--- src/common/tape_ctl_consts.vh ---
// Constants for the punched-tape reader controller.
// Behaviour
// - Stepper only for loop or strip tape
// - Stepper runs in blocks or continuously
// - Reel mode writes velocity command to servo
// - Revise servo command once speed reaches target
// - Head open: flag, halt motion, not ready
// - Eight data channels plus two sprocket channels
// - Sprockets quadrature: sample timing and speed
// - All channels multiplexed into one converter
// - Load up selects reels, down stepper
// - Rewind switch accepted right or left
// - Fault lamp at power-up, then on faults
// - Panel switches polled periodically, not edges
// - Calibrate dark then lit, store thresholds
// - Reload thresholds after every power-up
// - Checksum in last location, verified on read
// - Checksum mismatch rejects thresholds, blinks lamp
// - Not ready, no reading during rewind
// - Host requests ignored during panel load
`ifndef TAPE_CTL_CONSTS_VH
`define TAPE_CTL_CONSTS_VH
`define NUM_CH 10
`define CH_SPR_A 8
`define CH_SPR_B 9
`define REG_CTRL 4'h0
`define REG_STEPS 4'h1
`define REG_ACCEL 4'h2
`define REG_CRUISE 4'h3
`define REG_TARGET 4'h4
`define REG_STATUS 4'h5
`define REG_SPEED 4'h6
`define REG_DATA 4'h7
`define CTRL_RUN 0
`define CTRL_DIR 1
`define CTRL_CONT 2
`define CTRL_CAL 3
`define STAT_HEVT 8
`define TARGET_RST 16'h0400
`define REWIND_CMD 8'hff
`define CLK_MHZ 250
`define POLL_TIME_US 1000
`define LAMP_TIME_US 500000
`define BLINK_TIME_US 250000
`define STEP_TIME_US 2500
`define LOAD_CHARS 16
`endif

--- src/verilog/punched_tape_reader_control.v ---
// Punched-tape reader controller: transport, sensing, calibration and panel.
//
// Design decisions made here: the strobed register port and the placing of the registers.
`include "tape_ctl_consts.vh"
module punched_tape_reader_control #(
  parameter POLL_CYCLES = `POLL_TIME_US * `CLK_MHZ,
  parameter LAMP_CYCLES = `LAMP_TIME_US * `CLK_MHZ,
  parameter BLINK_CYCLES = `BLINK_TIME_US * `CLK_MHZ,
  parameter STEP_CYCLES = `STEP_TIME_US * `CLK_MHZ,
  parameter LOAD_CHARS = `LOAD_CHARS
) (
  input wire clk, // 250 MHz system clock
  input wire rst, // async reset, active high
  input wire [3:0] reg_addr, // register address
  input wire [15:0] reg_wdata, // register write data
  input wire reg_wr, // write strobe
  input wire reg_rd, // read strobe
  output reg [15:0] reg_rdata_ff, // read data, cycle after strobe
  input wire [3:0] sw_buf, // buffered switches: load up, load down, rew right, rew left
  input wire head_open, // head-open switch, high when open
  output reg [3:0] adc_sel_ff, // channel multiplexer select
  output reg adc_start_ff, // converter start pulse
  input wire adc_done, // converter result valid pulse
  input wire [7:0] adc_data, // converter result
  output reg illum_ff, // readhead illumination on
  output reg [3:0] nvm_addr_ff, // non-volatile memory address
  output reg [7:0] nvm_wdata_ff, // non-volatile write data
  output reg nvm_we_ff, // non-volatile write enable pulse
  input wire [7:0] nvm_rdata, // read data, cycle after address
  output reg servo_wr_ff, // servo bus write pulse
  output reg [8:0] servo_data_ff, // servo command: dir and velocity
  output reg step_pulse_ff, // stepper step pulse
  output reg step_dir_ff, // stepper direction
  output reg fault_indicator_ff, // fault lamp
  input wire host_req, // host character request pulse
  output reg host_ack_ff, // host answer pulse
  output reg [7:0] host_data_ff, // character to host
  output reg host_ready_ff // ready to host
);

localparam ST_BOOT = 3'h0;
localparam ST_READ = 3'h1;
localparam ST_RUN = 3'h2;
localparam ST_CALD = 3'h3;
localparam ST_CALL = 3'h4;
localparam ST_CALW = 3'h5;

reg [2:0] st_ff;
reg [31:0] tmr_ff;
reg [31:0] poll_ff;
reg [31:0] step_cnt_ff;
reg [7:0] smp [0:`NUM_CH-1];
reg [7:0] thr [0:`NUM_CH-1];
reg [3:0] idx_ff;
reg ph_ff;
reg [7:0] sum_ff;
reg [1:0] scans_ff;
reg sc_ph_ff;
reg scan_done_ff;
reg thr_valid_ff;
reg csum_fail_ff;
reg [3:0] sw_ff;
reg head_ff;
reg head_evt_ff;
reg reel_ff;
reg loading_ff;
reg [7:0] load_cnt_ff;
reg rew_ff;
reg rew_dir_ff;
reg spa_ff;
reg [15:0] ivl_cnt_ff;
reg [15:0] ivl_ff;
reg mdir_ff;
reg [7:0] char_ff;
reg new_ff;
reg [3:0] ctrl_ff;
reg [15:0] steps_ff;
reg [15:0] steps_left_ff;
reg [7:0] accel_ff;
reg [7:0] cruise_ff;
reg [15:0] target_ff;
reg blink_ff;
reg [`NUM_CH-1:0] hole;
reg [8:0] nxt_cmd;
reg [15:0] nxt_rdata;
integer i;

wire run_st = (st_ff == ST_RUN);
wire rd_en = run_st & thr_valid_ff & ~head_ff & ~rew_ff;
wire ready = rd_en & ~loading_ff;
wire moving = run_st & ~head_ff & (loading_ff | rew_ff | ctrl_ff[`CTRL_RUN]);
wire poll_tick = (poll_ff == POLL_CYCLES - 1);
wire step_tick = (step_cnt_ff == STEP_CYCLES - 1);
wire [3:0] press = sw_buf & ~sw_ff;
wire spa = hole[`CH_SPR_A];
wire spb = hole[`CH_SPR_B];
wire spa_rise = spa & ~spa_ff;
wire at_speed = (ivl_ff != 16'h0000) && (ivl_ff <= target_ff);
wire cont = loading_ff | rew_ff | ctrl_ff[`CTRL_CONT];
wire wr_ctrl = reg_wr && (reg_addr == `REG_CTRL);
wire cal_req = wr_ctrl & reg_wdata[`CTRL_CAL];

// Classification compares each sample against its own stored trip point.
always @* begin
  for (i = 0; i < `NUM_CH; i = i + 1) begin
    hole[i] = (smp[i] >= thr[i]);
  end
end

////////////////////////////////////////////////////////////////////////////
// Converter scan over all ten channels through the single shared path.

always @(posedge clk or posedge rst) begin
  if (rst) begin
    adc_sel_ff <= 4'h0;
    adc_start_ff <= 1'b0;
    sc_ph_ff <= 1'b0;
    scan_done_ff <= 1'b0;
    for (i = 0; i < `NUM_CH; i = i + 1) begin
      smp[i] <= 8'h00;
    end
  end else begin
    adc_start_ff <= ~sc_ph_ff;
    scan_done_ff <= 1'b0;
    if (~sc_ph_ff) begin
      sc_ph_ff <= 1'b1;
    end else if (adc_done) begin
      smp[adc_sel_ff] <= adc_data;
      sc_ph_ff <= 1'b0;
      if (adc_sel_ff == `NUM_CH - 1) begin
        adc_sel_ff <= 4'h0;
        scan_done_ff <= 1'b1;
      end else begin
        adc_sel_ff <= adc_sel_ff + 4'h1;
      end
    end
  end
end

////////////////////////////////////////////////////////////////////////////
// Power-up, threshold reload and calibration sequencer.

always @(posedge clk or posedge rst) begin
  if (rst) begin
    st_ff <= ST_BOOT;
    tmr_ff <= 32'h0;
    idx_ff <= 4'h0;
    ph_ff <= 1'b0;
    sum_ff <= 8'h00;
    scans_ff <= 2'h0;
    thr_valid_ff <= 1'b0;
    csum_fail_ff <= 1'b0;
    illum_ff <= 1'b1;
    nvm_addr_ff <= 4'h0;
    nvm_wdata_ff <= 8'h00;
    nvm_we_ff <= 1'b0;
    blink_ff <= 1'b0;
    fault_indicator_ff <= 1'b1;
    for (i = 0; i < `NUM_CH; i = i + 1) begin
      thr[i] <= 8'h00;
    end
  end else begin
    nvm_we_ff <= 1'b0;
    tmr_ff <= tmr_ff + 32'h1;
    if ((tmr_ff >= BLINK_CYCLES - 1) && (st_ff == ST_RUN)) begin
      tmr_ff <= 32'h0;
      blink_ff <= ~blink_ff;
    end
    case (st_ff)
      ST_BOOT: begin
        // Strap is caught at the end of the lamp period, well after reset release.
        if (tmr_ff >= LAMP_CYCLES - 1) begin
          tmr_ff <= 32'h0;
          idx_ff <= 4'h0;
          ph_ff <= 1'b0;
          sum_ff <= 8'h00;
          scans_ff <= 2'h0;
          nvm_addr_ff <= 4'h0;
          if (sw_buf[1] & sw_buf[2]) begin
            st_ff <= ST_CALD;
            illum_ff <= 1'b0;
          end else begin
            st_ff <= ST_READ;
          end
        end
      end
      ST_READ: begin
        nvm_addr_ff <= idx_ff;
        ph_ff <= ~ph_ff;
        if (ph_ff) begin
          if (idx_ff == `NUM_CH) begin
            thr_valid_ff <= (nvm_rdata == sum_ff);
            csum_fail_ff <= (nvm_rdata != sum_ff);
            st_ff <= ST_RUN;
          end else begin
            thr[idx_ff] <= nvm_rdata;
            sum_ff <= sum_ff + nvm_rdata;
            idx_ff <= idx_ff + 4'h1;
            nvm_addr_ff <= idx_ff + 4'h1;
          end
        end
      end
      ST_RUN: begin
        if (cal_req & ~head_ff) begin
          st_ff <= ST_CALD;
          illum_ff <= 1'b0;
          thr_valid_ff <= 1'b0;
          scans_ff <= 2'h0;
        end
      end
      ST_CALD, ST_CALL: begin
        // The first scan after a lamp change may mix old samples, so take the second.
        if (scan_done_ff) begin
          scans_ff <= scans_ff + 2'h1;
          if (scans_ff == 2'h1) begin
            scans_ff <= 2'h0;
            for (i = 0; i < `NUM_CH; i = i + 1) begin
              if (st_ff == ST_CALD) begin
                thr[i] <= smp[i];
              end else begin
                thr[i] <= thr[i][7:1] + smp[i][7:1] + {7'h00, thr[i][0] & smp[i][0]};
              end
            end
            illum_ff <= 1'b1;
            idx_ff <= 4'h0;
            sum_ff <= 8'h00;
            st_ff <= (st_ff == ST_CALD) ? ST_CALL : ST_CALW;
          end
        end
      end
      ST_CALW: begin
        nvm_we_ff <= 1'b1;
        nvm_addr_ff <= idx_ff;
        if (idx_ff == `NUM_CH) begin
          nvm_wdata_ff <= sum_ff;
          idx_ff <= 4'h0;
          ph_ff <= 1'b0;
          // Pass through the lamp-end step so the reload address is back at zero in time.
          tmr_ff <= LAMP_CYCLES - 1;
          st_ff <= ST_BOOT;
        end else begin
          nvm_wdata_ff <= thr[idx_ff];
          sum_ff <= sum_ff + thr[idx_ff];
          idx_ff <= idx_ff + 4'h1;
        end
        sum_ff <= (idx_ff == `NUM_CH) ? 8'h00 : sum_ff + thr[idx_ff];
      end
      default: begin
        st_ff <= ST_BOOT;
      end
    endcase
    if (st_ff == ST_RUN) begin
      fault_indicator_ff <= csum_fail_ff & blink_ff;
    end else begin
      fault_indicator_ff <= 1'b1;
    end
  end
end

////////////////////////////////////////////////////////////////////////////
// Panel polling, head switch, load and rewind sequences.

always @(posedge clk or posedge rst) begin
  if (rst) begin
    poll_ff <= 32'h0;
    sw_ff <= 4'h0;
    head_ff <= 1'b1;
    head_evt_ff <= 1'b0;
    reel_ff <= 1'b0;
    loading_ff <= 1'b0;
    load_cnt_ff <= 8'h00;
    rew_ff <= 1'b0;
    rew_dir_ff <= 1'b0;
  end else begin
    head_ff <= head_open;
    poll_ff <= poll_tick ? 32'h0 : poll_ff + 32'h1;
    if (poll_tick) begin
      sw_ff <= sw_buf;
      if (run_st & ~head_ff) begin
        if (press[0] | press[1]) begin
          reel_ff <= press[0];
          loading_ff <= 1'b1;
          load_cnt_ff <= 8'h00;
          rew_ff <= 1'b0;
        end else if (press[2] | press[3]) begin
          rew_ff <= ~rew_ff;
          rew_dir_ff <= press[2];
        end
      end
    end
    if (loading_ff & spa_rise) begin
      load_cnt_ff <= load_cnt_ff + 8'h01;
      if (load_cnt_ff == LOAD_CHARS - 1) begin
        loading_ff <= 1'b0;
      end
    end
    if (head_ff) begin
      loading_ff <= 1'b0;
      rew_ff <= 1'b0;
    end
    // A new head-open event wins over a software clear in the same cycle.
    if (head_open & ~head_ff) begin
      head_evt_ff <= 1'b1;
    end else if (reg_wr && (reg_addr == `REG_STATUS) && reg_wdata[`STAT_HEVT]) begin
      head_evt_ff <= 1'b0;
    end
  end
end

////////////////////////////////////////////////////////////////////////////
// Sprocket timing, character capture and host answers.

always @(posedge clk or posedge rst) begin
  if (rst) begin
    spa_ff <= 1'b0;
    ivl_cnt_ff <= 16'h0000;
    ivl_ff <= 16'h0000;
    mdir_ff <= 1'b0;
    char_ff <= 8'h00;
    new_ff <= 1'b0;
    host_ack_ff <= 1'b0;
    host_data_ff <= 8'h00;
    host_ready_ff <= 1'b0;
  end else begin
    spa_ff <= spa;
    host_ack_ff <= 1'b0;
    host_ready_ff <= ready;
    if (ivl_cnt_ff != 16'hffff) begin
      ivl_cnt_ff <= ivl_cnt_ff + 16'h0001;
    end
    if (spa_rise) begin
      ivl_ff <= ivl_cnt_ff;
      ivl_cnt_ff <= 16'h0000;
      mdir_ff <= ~spb;
    end
    if (spa_rise & rd_en) begin
      char_ff <= hole[7:0];
      new_ff <= 1'b1;
    end else if (host_req & ready & host_ready_ff & new_ff) begin
      host_ack_ff <= 1'b1;
      host_data_ff <= char_ff;
      new_ff <= 1'b0;
    end
  end
end

////////////////////////////////////////////////////////////////////////////
// Transport: stepper for loop tape, servo command for reels.

always @* begin
  if (~reel_ff | ~moving) begin
    nxt_cmd = 9'h000;
  end else if (rew_ff) begin
    nxt_cmd = {rew_dir_ff, `REWIND_CMD};
  end else if (at_speed & ~loading_ff) begin
    nxt_cmd = {ctrl_ff[`CTRL_DIR], cruise_ff};
  end else begin
    nxt_cmd = {loading_ff | ctrl_ff[`CTRL_DIR], accel_ff};
  end
end

always @(posedge clk or posedge rst) begin
  if (rst) begin
    step_cnt_ff <= 32'h0;
    step_pulse_ff <= 1'b0;
    step_dir_ff <= 1'b1;
    steps_left_ff <= 16'h0000;
    servo_wr_ff <= 1'b0;
    servo_data_ff <= 9'h000;
  end else begin
    step_cnt_ff <= step_tick ? 32'h0 : step_cnt_ff + 32'h1;
    step_pulse_ff <= 1'b0;
    step_dir_ff <= rew_ff ? rew_dir_ff : (loading_ff | ctrl_ff[`CTRL_DIR]);
    if (wr_ctrl & reg_wdata[`CTRL_RUN]) begin
      steps_left_ff <= steps_ff;
    end else if (step_tick & moving & ~reel_ff) begin
      if (cont) begin
        step_pulse_ff <= 1'b1;
      end else if (steps_left_ff != 16'h0000) begin
        step_pulse_ff <= 1'b1;
        steps_left_ff <= steps_left_ff - 16'h0001;
      end
    end
    servo_wr_ff <= 1'b0;
    if (nxt_cmd != servo_data_ff) begin
      servo_wr_ff <= 1'b1;
      servo_data_ff <= nxt_cmd;
    end
  end
end

////////////////////////////////////////////////////////////////////////////
// Register port.

always @* begin
  case (reg_addr)
    `REG_CTRL: nxt_rdata = {12'h000, ctrl_ff};
    `REG_STEPS: nxt_rdata = steps_ff;
    `REG_ACCEL: nxt_rdata = {8'h00, accel_ff};
    `REG_CRUISE: nxt_rdata = {8'h00, cruise_ff};
    `REG_TARGET: nxt_rdata = target_ff;
    `REG_STATUS: nxt_rdata = {6'h00, mdir_ff, head_evt_ff, thr_valid_ff, csum_fail_ff,
                              ~run_st, loading_ff, rew_ff, head_ff, reel_ff, ready};
    `REG_SPEED: nxt_rdata = ivl_ff;
    `REG_DATA: nxt_rdata = {7'h00, new_ff, char_ff};
    default: nxt_rdata = 16'h0000;
  endcase
end

always @(posedge clk or posedge rst) begin
  if (rst) begin
    reg_rdata_ff <= 16'h0000;
    ctrl_ff <= 4'h0;
    steps_ff <= 16'h0000;
    accel_ff <= 8'h00;
    cruise_ff <= 8'h00;
    target_ff <= `TARGET_RST;
  end else begin
    reg_rdata_ff <= reg_rd ? nxt_rdata : 16'h0000;
    if (reg_wr) begin
      case (reg_addr)
        `REG_CTRL: ctrl_ff <= {1'b0, reg_wdata[2:0]};
        `REG_STEPS: steps_ff <= reg_wdata;
        `REG_ACCEL: accel_ff <= reg_wdata[7:0];
        `REG_CRUISE: cruise_ff <= reg_wdata[7:0];
        `REG_TARGET: target_ff <= reg_wdata;
        default: ctrl_ff <= ctrl_ff;
      endcase
    end
  end
end

endmodule
--- config.mk ---
export PLATFORM = sky130hd
export DESIGN_NAME = punched_tape_reader_control
export DESIGN_NICKNAME = d
export VERILOG_FILES = /design/src/verilog/punched_tape_reader_control.v
export VERILOG_INCLUDE_DIRS = /design/src /design/src/common
export SDC_FILE = /design/constraint.sdc
export NUM_CORES = 1
export LEC_CHECK = 0
export BUFFER_PORTS_ARGS = -buffer_cell sky130_fd_sc_hd__clkbuf_2
export CORE_ASPECT_RATIO = 1.1
export CORE_MARGIN = 5
export CORE_UTILIZATION = 64
export CTS_CLUSTER_SIZE = 20
export DETAILED_ROUTE_END_ITERATION = 10
export GPL_TIMING_DRIVEN = 0
export MAX_ROUTING_LAYER = met4
export PLACE_DENSITY = 0.82
export SYNTH_ARGS = -nofsm -noshare
export SYNTH_HDL_FRONTEND = slang
export SYNTH_SLANG_ARGS = --single-unit
--- constraint.sdc ---
create_clock -name clk -period 36.8 [get_ports clk]
set_input_delay 7.36 -clock clk [delete_from_list [all_inputs] [get_ports clk]]
set_output_delay 7.36 -clock clk [all_outputs]
set_load 0.02 [all_outputs]
==> results of run 1 <==
[final cells by class]
class,instances,area [µm²],area share
antenna,2,5.005,0.0001618
inverter,230,870.8,0.02815
multi-input combinational,2046,14980,0.4842
clock inverter,21,231.5,0.007483
sequential,465,11640,0.3764
buffer,117,491.7,0.01590
clock buffer,69,1414,0.04571
timing repair buffer,98,580.6,0.01877
tap,574,718.2,0.02322
[cells by family after synthesis]
| kind of cell | count (synthesis) | share of synthesized area |
|---|---|---|
| AND/OR/NAND/NOR | 795 | 0.1416 |
| AO/OA/AOI/OAI | 686 | 0.1585 |
| flip-flops | 465 | 0.4162 |
| buffers and inverters | 347 | 0.04844 |
| adder cells (fa/ha/maj) | 213 | 0.1012 |
| multiplexers | 192 | 0.08395 |
| XOR/XNOR | 160 | 0.05009 |
[flip-flops by register name, indices dropped and copies added (netlist names), 8 cells and up]
name           flops
accel_ff           8
char_ff            8
cruise_ff          8
host_data_ff       8
ivl_cnt_ff        16
ivl_ff            16
load_cnt_ff        8
nvm_wdata_ff       8
poll_ff           32
reg_rdata_ff      16
servo_data_ff      9
smp               80
step_cnt_ff       32
steps_ff          16
steps_left_ff     16
sum_ff             8
target_ff         16
thr               80
tmr_ff            32
[through the flow]
step / util / setup slack [ns]
after floorplan: - / 16.48
after global placement: 0.6729 / 11.77
after detailed placement: 0.6756 / 27.03
after CTS: 0.7136 / 27.65
after global routing: 0.7136 / 27.52
final: 0.7137 / 27.61
[critical path: stages]
cell       delay [ns]
clkbuf_1         0.26
or3b_2           0.50
nor3_1           0.59
a31o_2           0.31
o21a_1           0.20
o2111ai_1        0.19
a21oi_1          0.17
o22a_1           0.14
[power by group through the flow]
stage	logic (mW)	clock network, mW	registers, mW
4_1_cts	0.438	0.518	0.664
3_5_place_dp	0.431	0	0.672
3_3_place_gp	0.410	0	0.669
2_1_floorplan	0.332	0	0.649
6_report	0.443	0.515	0.667
5_1_grt	0.495	0.541	0.675
[metal layers]
layer / part of all wire / GRT usage / vias to the layer above
met5: 0 / - / -
met4: 0.065 / 0.1872 / 0
li1: - / - / 10500
met2: 0.47 / 0.5661 / 1165
met3: 0.081 / 0.06651 / 356
met1: 0.38 / 0.4323 / 11400
[cells in the final DEF (no fill, tap or decap), types with 87 or more instances in the layout]
master    Yosys  routed
a21oi_1     188     188
clkbuf_2      0      94
dfrtp_1     460     460
ha_1        191     191
inv_1       228     227
mux2_2      139     139
nand2_1     210     210
nand3_1      87      87
nor2_1      205     205
o21ai_0     176     176
xnor2_1      87      87
[how the worst max path moves through the flow]
| stage | from | to | cells past startpoint |
|---|---|---|---|
| 4_1_cts | reg_wr | steps_left_ff[6] | 7 |
| 5_1_grt | reg_wr | steps_left_ff[9] | 6 |
| 6_report | reg_wr | st_ff[1] | 8 |
| 2_1_floorplan | rst | accel_ff[0] | 1 |
| 3_3_place_gp | rst | poll_ff[18] | 2 |
| 3_5_place_dp | reg_wr | st_ff[1] | 8 |
==> run metrics, run 1 <==
Worst EP arrival=9.74 ns; Syn Nets=3118; Initial DRT Pass Iterations=7; distinct cell type count of the synthesized netlist=91; Die X=209.3 µm; design area=0.03093 mm²; reg-to-reg endpoint=sum_ff[7]; hold path endpoint=adc_start_ff; fmax=108.8 MHz; Root Buffer=clkbuf_16; Hold Crit Start=sc_ph_ff; switching share of total power=0.3379; RSZ-0062 raised after global routing=no; Final Hold Vio Count=0; Seq/Total Area, Yosys=0.4162; Final ANT Viol Nets=0; Leakage=14.19 nW; Synth Area per Inst=9.789 µm²; Worst setup SP type=primary input; Fillers=3252; Post-DP Area=0.02928 mm²; max_cap viols=0; placer's final routability congestion estimate=1.031; Final Non-Filler Cells=3622; HP Class=flip-flop to flip-flop; Int Pwr=1.076 mW; Tcrit/Tclk final=0.2497; Cell Area, Synth=0.02798 mm²; clk sinks=465; Post-CTS Resized=0; setup TNS=0 ns; Layout Nets=3268; Setup crit end kind=flip-flop; Critical Path Fanout Max=6; run status=completed; # DRC=0; main flop type after synthesis=dfrtp_1; Warnings, synthesis=0; initial core utilization=0.6455; worst slew pin tran=1.425 ns; hold_ws=0.4697 ns; Post-Route WL=83.45 mm; Power Density=52.52 mW/mm²; worst path required time=37.35 ns; CP Class=primary input to flip-flop; cts hold-fix bufs=0; most instantiated cells after synthesis=dfrtp_1 (460), inv_1 (228), nand2_1 (210); clock network power share=0.317; logic gate share of total power=0.272; asr flop ratio synth=1.000; Setup violations, final=0; Num CTS Buffers=50; Post-DP HPWL=61.29 mm; Final Max Slew Viols=0; Tot GR Track Use=0.3551; placed cells=3530; Routed WL per cell=23.04 µm; Post-Route Skew=0.01390 ns; vias=23420; hold path cells=1; FF-to-FF Start=idx_ff[0]; count leader, synth=dfrtp_1; Die Footprint=0.04800 mm²; Chip Height=229.3 µm; drt via density=6.465; Seq pwr share=0.411; drt initial violations=2277; clk buf depth=3; Worst-Skew Late Latency=0.61 ns; initial antenna violation count=1; cell row count=80; postcts setup bufs=0; CTS tree=yes; top cells by area, synth=dfrtp_1 (41%), ha_1 (8.5%), mux2_2 (5.6%), a21oi_1 (3.4%), o21ai_0 (3.1%); I/O Buffers=94; largest net degree at the start of global routing=122; Yosys reg bits=465; largest area contributor in the netlist=dfrtp_1; H-tree Lvls=2; worst reg2reg setup slack=31.93 ns; Clock transition at path regs=0.06 ns; synthesis-to-finish area growth=10.57%; CORE AREA=0.04334 mm²; share of layout cells above drive strength 1=0.1349; worst reg2reg path depth=15; Yosys top cell area share=0.4115; EDFF count, synth=0; Final min period=9.188 ns; grt ovf=0; NetSw=0.5490 mW; number of global-route vias before repair=23640; IO Pins=105; Slew Limit Headroom=0.04289; total power draw=1.625 mW; first-pass GRT wire length=131.8 mm; Post-Syn Instances=2858; VDD IR max=0.04661 mV
(Power assumes the default switching activity.)
==> run 2, diff against run 1 <==
--- a/config.mk
+++ b/config.mk
@@ -6,15 +6,16 @@
 export SDC_FILE = /design/constraint.sdc
 export NUM_CORES = 1
 export LEC_CHECK = 0
+export ABC_AREA = 1
 export BUFFER_PORTS_ARGS = -buffer_cell sky130_fd_sc_hd__clkbuf_2
 export CORE_ASPECT_RATIO = 1.1
 export CORE_MARGIN = 5
-export CORE_UTILIZATION = 64
+export CORE_UTILIZATION = 57
 export CTS_CLUSTER_SIZE = 20
 export DETAILED_ROUTE_END_ITERATION = 10
 export GPL_TIMING_DRIVEN = 0
 export MAX_ROUTING_LAYER = met4
-export PLACE_DENSITY = 0.82
+export PLACE_DENSITY = 0.77
 export SYNTH_ARGS = -nofsm -noshare
 export SYNTH_HDL_FRONTEND = slang
 export SYNTH_SLANG_ARGS = --single-unit
==> constraint.sdc (replaced) <==
create_clock -name clk -period 7.57 [get_ports clk]
set_input_delay 1.514 -clock clk [delete_from_list [all_inputs] [get_ports clk]]
set_output_delay 1.514 -clock clk [all_outputs]
set_load 0.02 [all_outputs]
==> run 2 against run 1 <==
Compared with the run above: die area increased by 15%; critical path depth is 10 higher; clock skew increased by 0.014 ns; critical path type is now flip-flop to flip-flop; total power grew to 4.6 times the previous value.
==> run metrics, run 2 <==
fmax=256.3 MHz; setup TNS=0 ns (unchanged); worst-path cell chain=clkbuf_1, clkbuf_1, a21oi_1, o21ai_0, a21oi_1, a211o_1, ha_1, fa_1, a31oi_1, nor2_1, nor2_1, nor2_1, nor2_1, nand2_1, nand2_1, o22ai_1, nand2_1, nand2_1; EDFF count, synth=0 (unchanged); # DRC=0 (unchanged); Warnings, synthesis=0 (unchanged); largest area contributor in the netlist=dfrtp_1; count leader, synth=nand2_1; Synth Area per Inst=7.797 µm² (-20%); IO Pins=105 (unchanged); Post-Syn Instances=3703 (+30%); CP Class=flip-flop to flip-flop; Post-DP Area=0.03048 mm² (+4.1%); Worst setup SP type=flip-flop; drt via density=5.723 (-11%); CP top delay family=compound AO/OA/AOI/OAI gates; Die Footprint=0.05526 mm² (+15%); Cell Area, Synth=0.02887 mm² (+3.2%); RSZ-0062 raised after global routing=no; Final WS setup=3.668 ns (-23.94 ns); initial antenna violation count=1 (unchanged); cts hold-fix bufs=0 (unchanged); CP bufs+invs=2 (+1); Setup crit end kind=flip-flop; max_cap viols=0 (unchanged); Post-DP HPWL=62.94 mm (+2.7%); worst path required time=8.10 ns (-29.25 ns); Die X=224.6 µm (+7.3%); Final Max Slew Viols=0 (unchanged); design area=0.03213 mm² (+3.9%); synthesis-to-finish area growth=11.29%; Final min period=3.902 ns; VDD IR max=0.2532 mV (+440%); Num CTS Buffers=51 (+2.0%); Top Registers=smp x80, thr x80; H-tree Lvls=2 (unchanged); Leakage=16.11 nW (+14%); max incr delay on CP=0.56 ns (-0.03 ns); Post-CTS Resized=0 (unchanged); share of layout cells above drive strength 1=0.08847 (-0.04646); most instantiated cells after synthesis=nand2_1 (792), inv_1 (558), dfrtp_1 (460); initial core utilization=0.5758 (-0.06969); Worst EP arrival=4.43 ns (-5.31 ns); Place WS=3.593 ns (-23.44 ns); HP Class=flip-flop to flip-flop; Initial DRT Pass Iterations=6 (-1); distinct cell type count of the synthesized netlist=67 (-26%); largest net degree at the start of global routing=43 (-65%); Yosys reg bits=465 (unchanged); Layout Nets=4132 (+26%); Power Density=232.8 mW/mm² (+340%); Seq/Total Area, Yosys=0.4033 (-0.01291); Routed WL per cell=18.72 µm (-19%); Final Hold Vio Count=0 (unchanged); worst slew pin tran=1.161 ns (-0.2640 ns); clk buf depth=3 (unchanged); placer's final routability congestion estimate=1.048 (+1.7%); asr flop ratio synth=1.000 (unchanged); leading cell type in the layout, fill and taps excluded=nand2_1; Clock transition at path regs=0.06 ns (about the same); Setup violations, final=0 (unchanged); first-pass GRT wire length=135.1 mm (+2.5%); Syn Nets=3963 (+27%); run status=completed; Critical Path Fanout Max=10 (+4); placed cells=4479 (+27%); top cells by area, synth=dfrtp_1 (40%), nand2_1 (10%), ha_1 (8.3%), inv_1 (7.3%), o21ai_0 (6.2%); postcts setup bufs=0 (unchanged); antenna diode count=0 (-2); Chip Height=246.0 µm (+7.3%); cell row count=86 (+7.5%); Post-Route Skew=0.02784 ns (+0.01394 ns); commonest cells after routing, fill and taps aside=nand2_1 (792), inv_1 (557), dfrtp_1 (460), o21ai_0 (357), nor2_1 (295); Post-Route WL=85.57 mm (+2.5%); Final ANT Viol Nets=0 (unchanged); Slew Limit Headroom=0.2262 (+0.1833); Tcrit/Tclk final=0.5155; CTS tree=yes; Tot GR Track Use=0.3152 (-0.03995); Worst-Skew Late Latency=0.63 ns (+0.02 ns); clk sinks=465 (unchanged); vias=26160 (+12%); CP max-delay cell=dfrtp_1; CORE AREA=0.05014 mm² (+16%); I/O Buffers=103 (+9.6%); Yosys top cell area share=0.3987 (-0.01277); number of global-route vias before repair=24980 (+5.7%); Root Buffer=clkbuf_16; main flop type after synthesis=dfrtp_1; Final Non-Filler Cells=4571 (+26%); grt ovf=0 (unchanged); drt initial violations=2752 (+21%)
[run 2: cell types whose count changed after synthesis, sizes merged, moves of 42 or more]
cell    delta
inv      +348
nand2    +587
o21ai    +201
nor2     +104
nand2b    -42
nand3     +80
xnor2     -74
mux2     -148
[run 2: final cells by class]
class                   count  area, µm²
plain buffers              88      424.2
clock buffers              68       1430
clock inverters            24      225.2
fillers                  4487      18010
inverters                 583       2197
multi-input cells        2567      14610
flip-flops and latches    465      11640
well taps                 660      825.8
repair buffers            116      775.7
[run 2: cells by family after synthesis]
group / share of synthesized area
AO/OA/AOI/OAI: 0.1587
XOR/XNOR: 0.02791
adder cells (fa/ha/maj): 0.09803
buffers and inverters: 0.09066
flip-flops: 0.4033
AND/OR/NAND/NOR: 0.2215
[run 2: path summary, 6_finish.rpt]
check / from / cells past startpoint / end / slack, ns
max reg2reg: idx_ff[0] / 18 / sum_ff[6] / 3.67
max in group asynchronous: rst / 7 / illum_ff / 5.08
max: idx_ff[0] / 18 / sum_ff[6] / 3.67
min: sc_ph_ff / 1 / adc_start_ff / 0.42
min in group asynchronous: rst / 2 / step_cnt_ff[17] / 0.90
min reg2reg: sc_ph_ff / 1 / adc_start_ff / 0.42
[run 2: metal layers]
| layer | part of all wire | global-route usage | up-vias |
|---|---|---|---|
| li1 | - | - | 12510 |
| met1 | 0.41 | 0.4036 | 12320 |
| met2 | 0.46 | 0.5036 | 1047 |
| met3 | 0.078 | 0.05267 | 281 |
| met4 | 0.049 | 0.1268 | 0 |
| met5 | 0 | - | - |
[run 2: through the flow]
| step | hold slack [ns] | util | power, mW |
|---|---|---|---|
| after floorplan | 0.3946 | - | 4.453 |
| after global placement | 0.4138 | 0.6026 | 4.877 |
| after detailed placement | 0.4216 | 0.6078 | 4.941 |
| after CTS | 0.4234 | 0.6408 | 7.470 |
| after global routing | 0.4405 | 0.6408 | 7.912 |
| final | 0.4230 | 0.6408 | 7.482 |
[run 2: power breakdown]
group | total, mW | internal [mW] | switching [mW] | leakage (nW)
Sequential | 3.09 | 2.77 | 0.328 | 5.69
Combinational | 1.87 | 0.728 | 1.14 | 9.59
Clock | 2.52 | 1.43 | 1.09 | 0.823
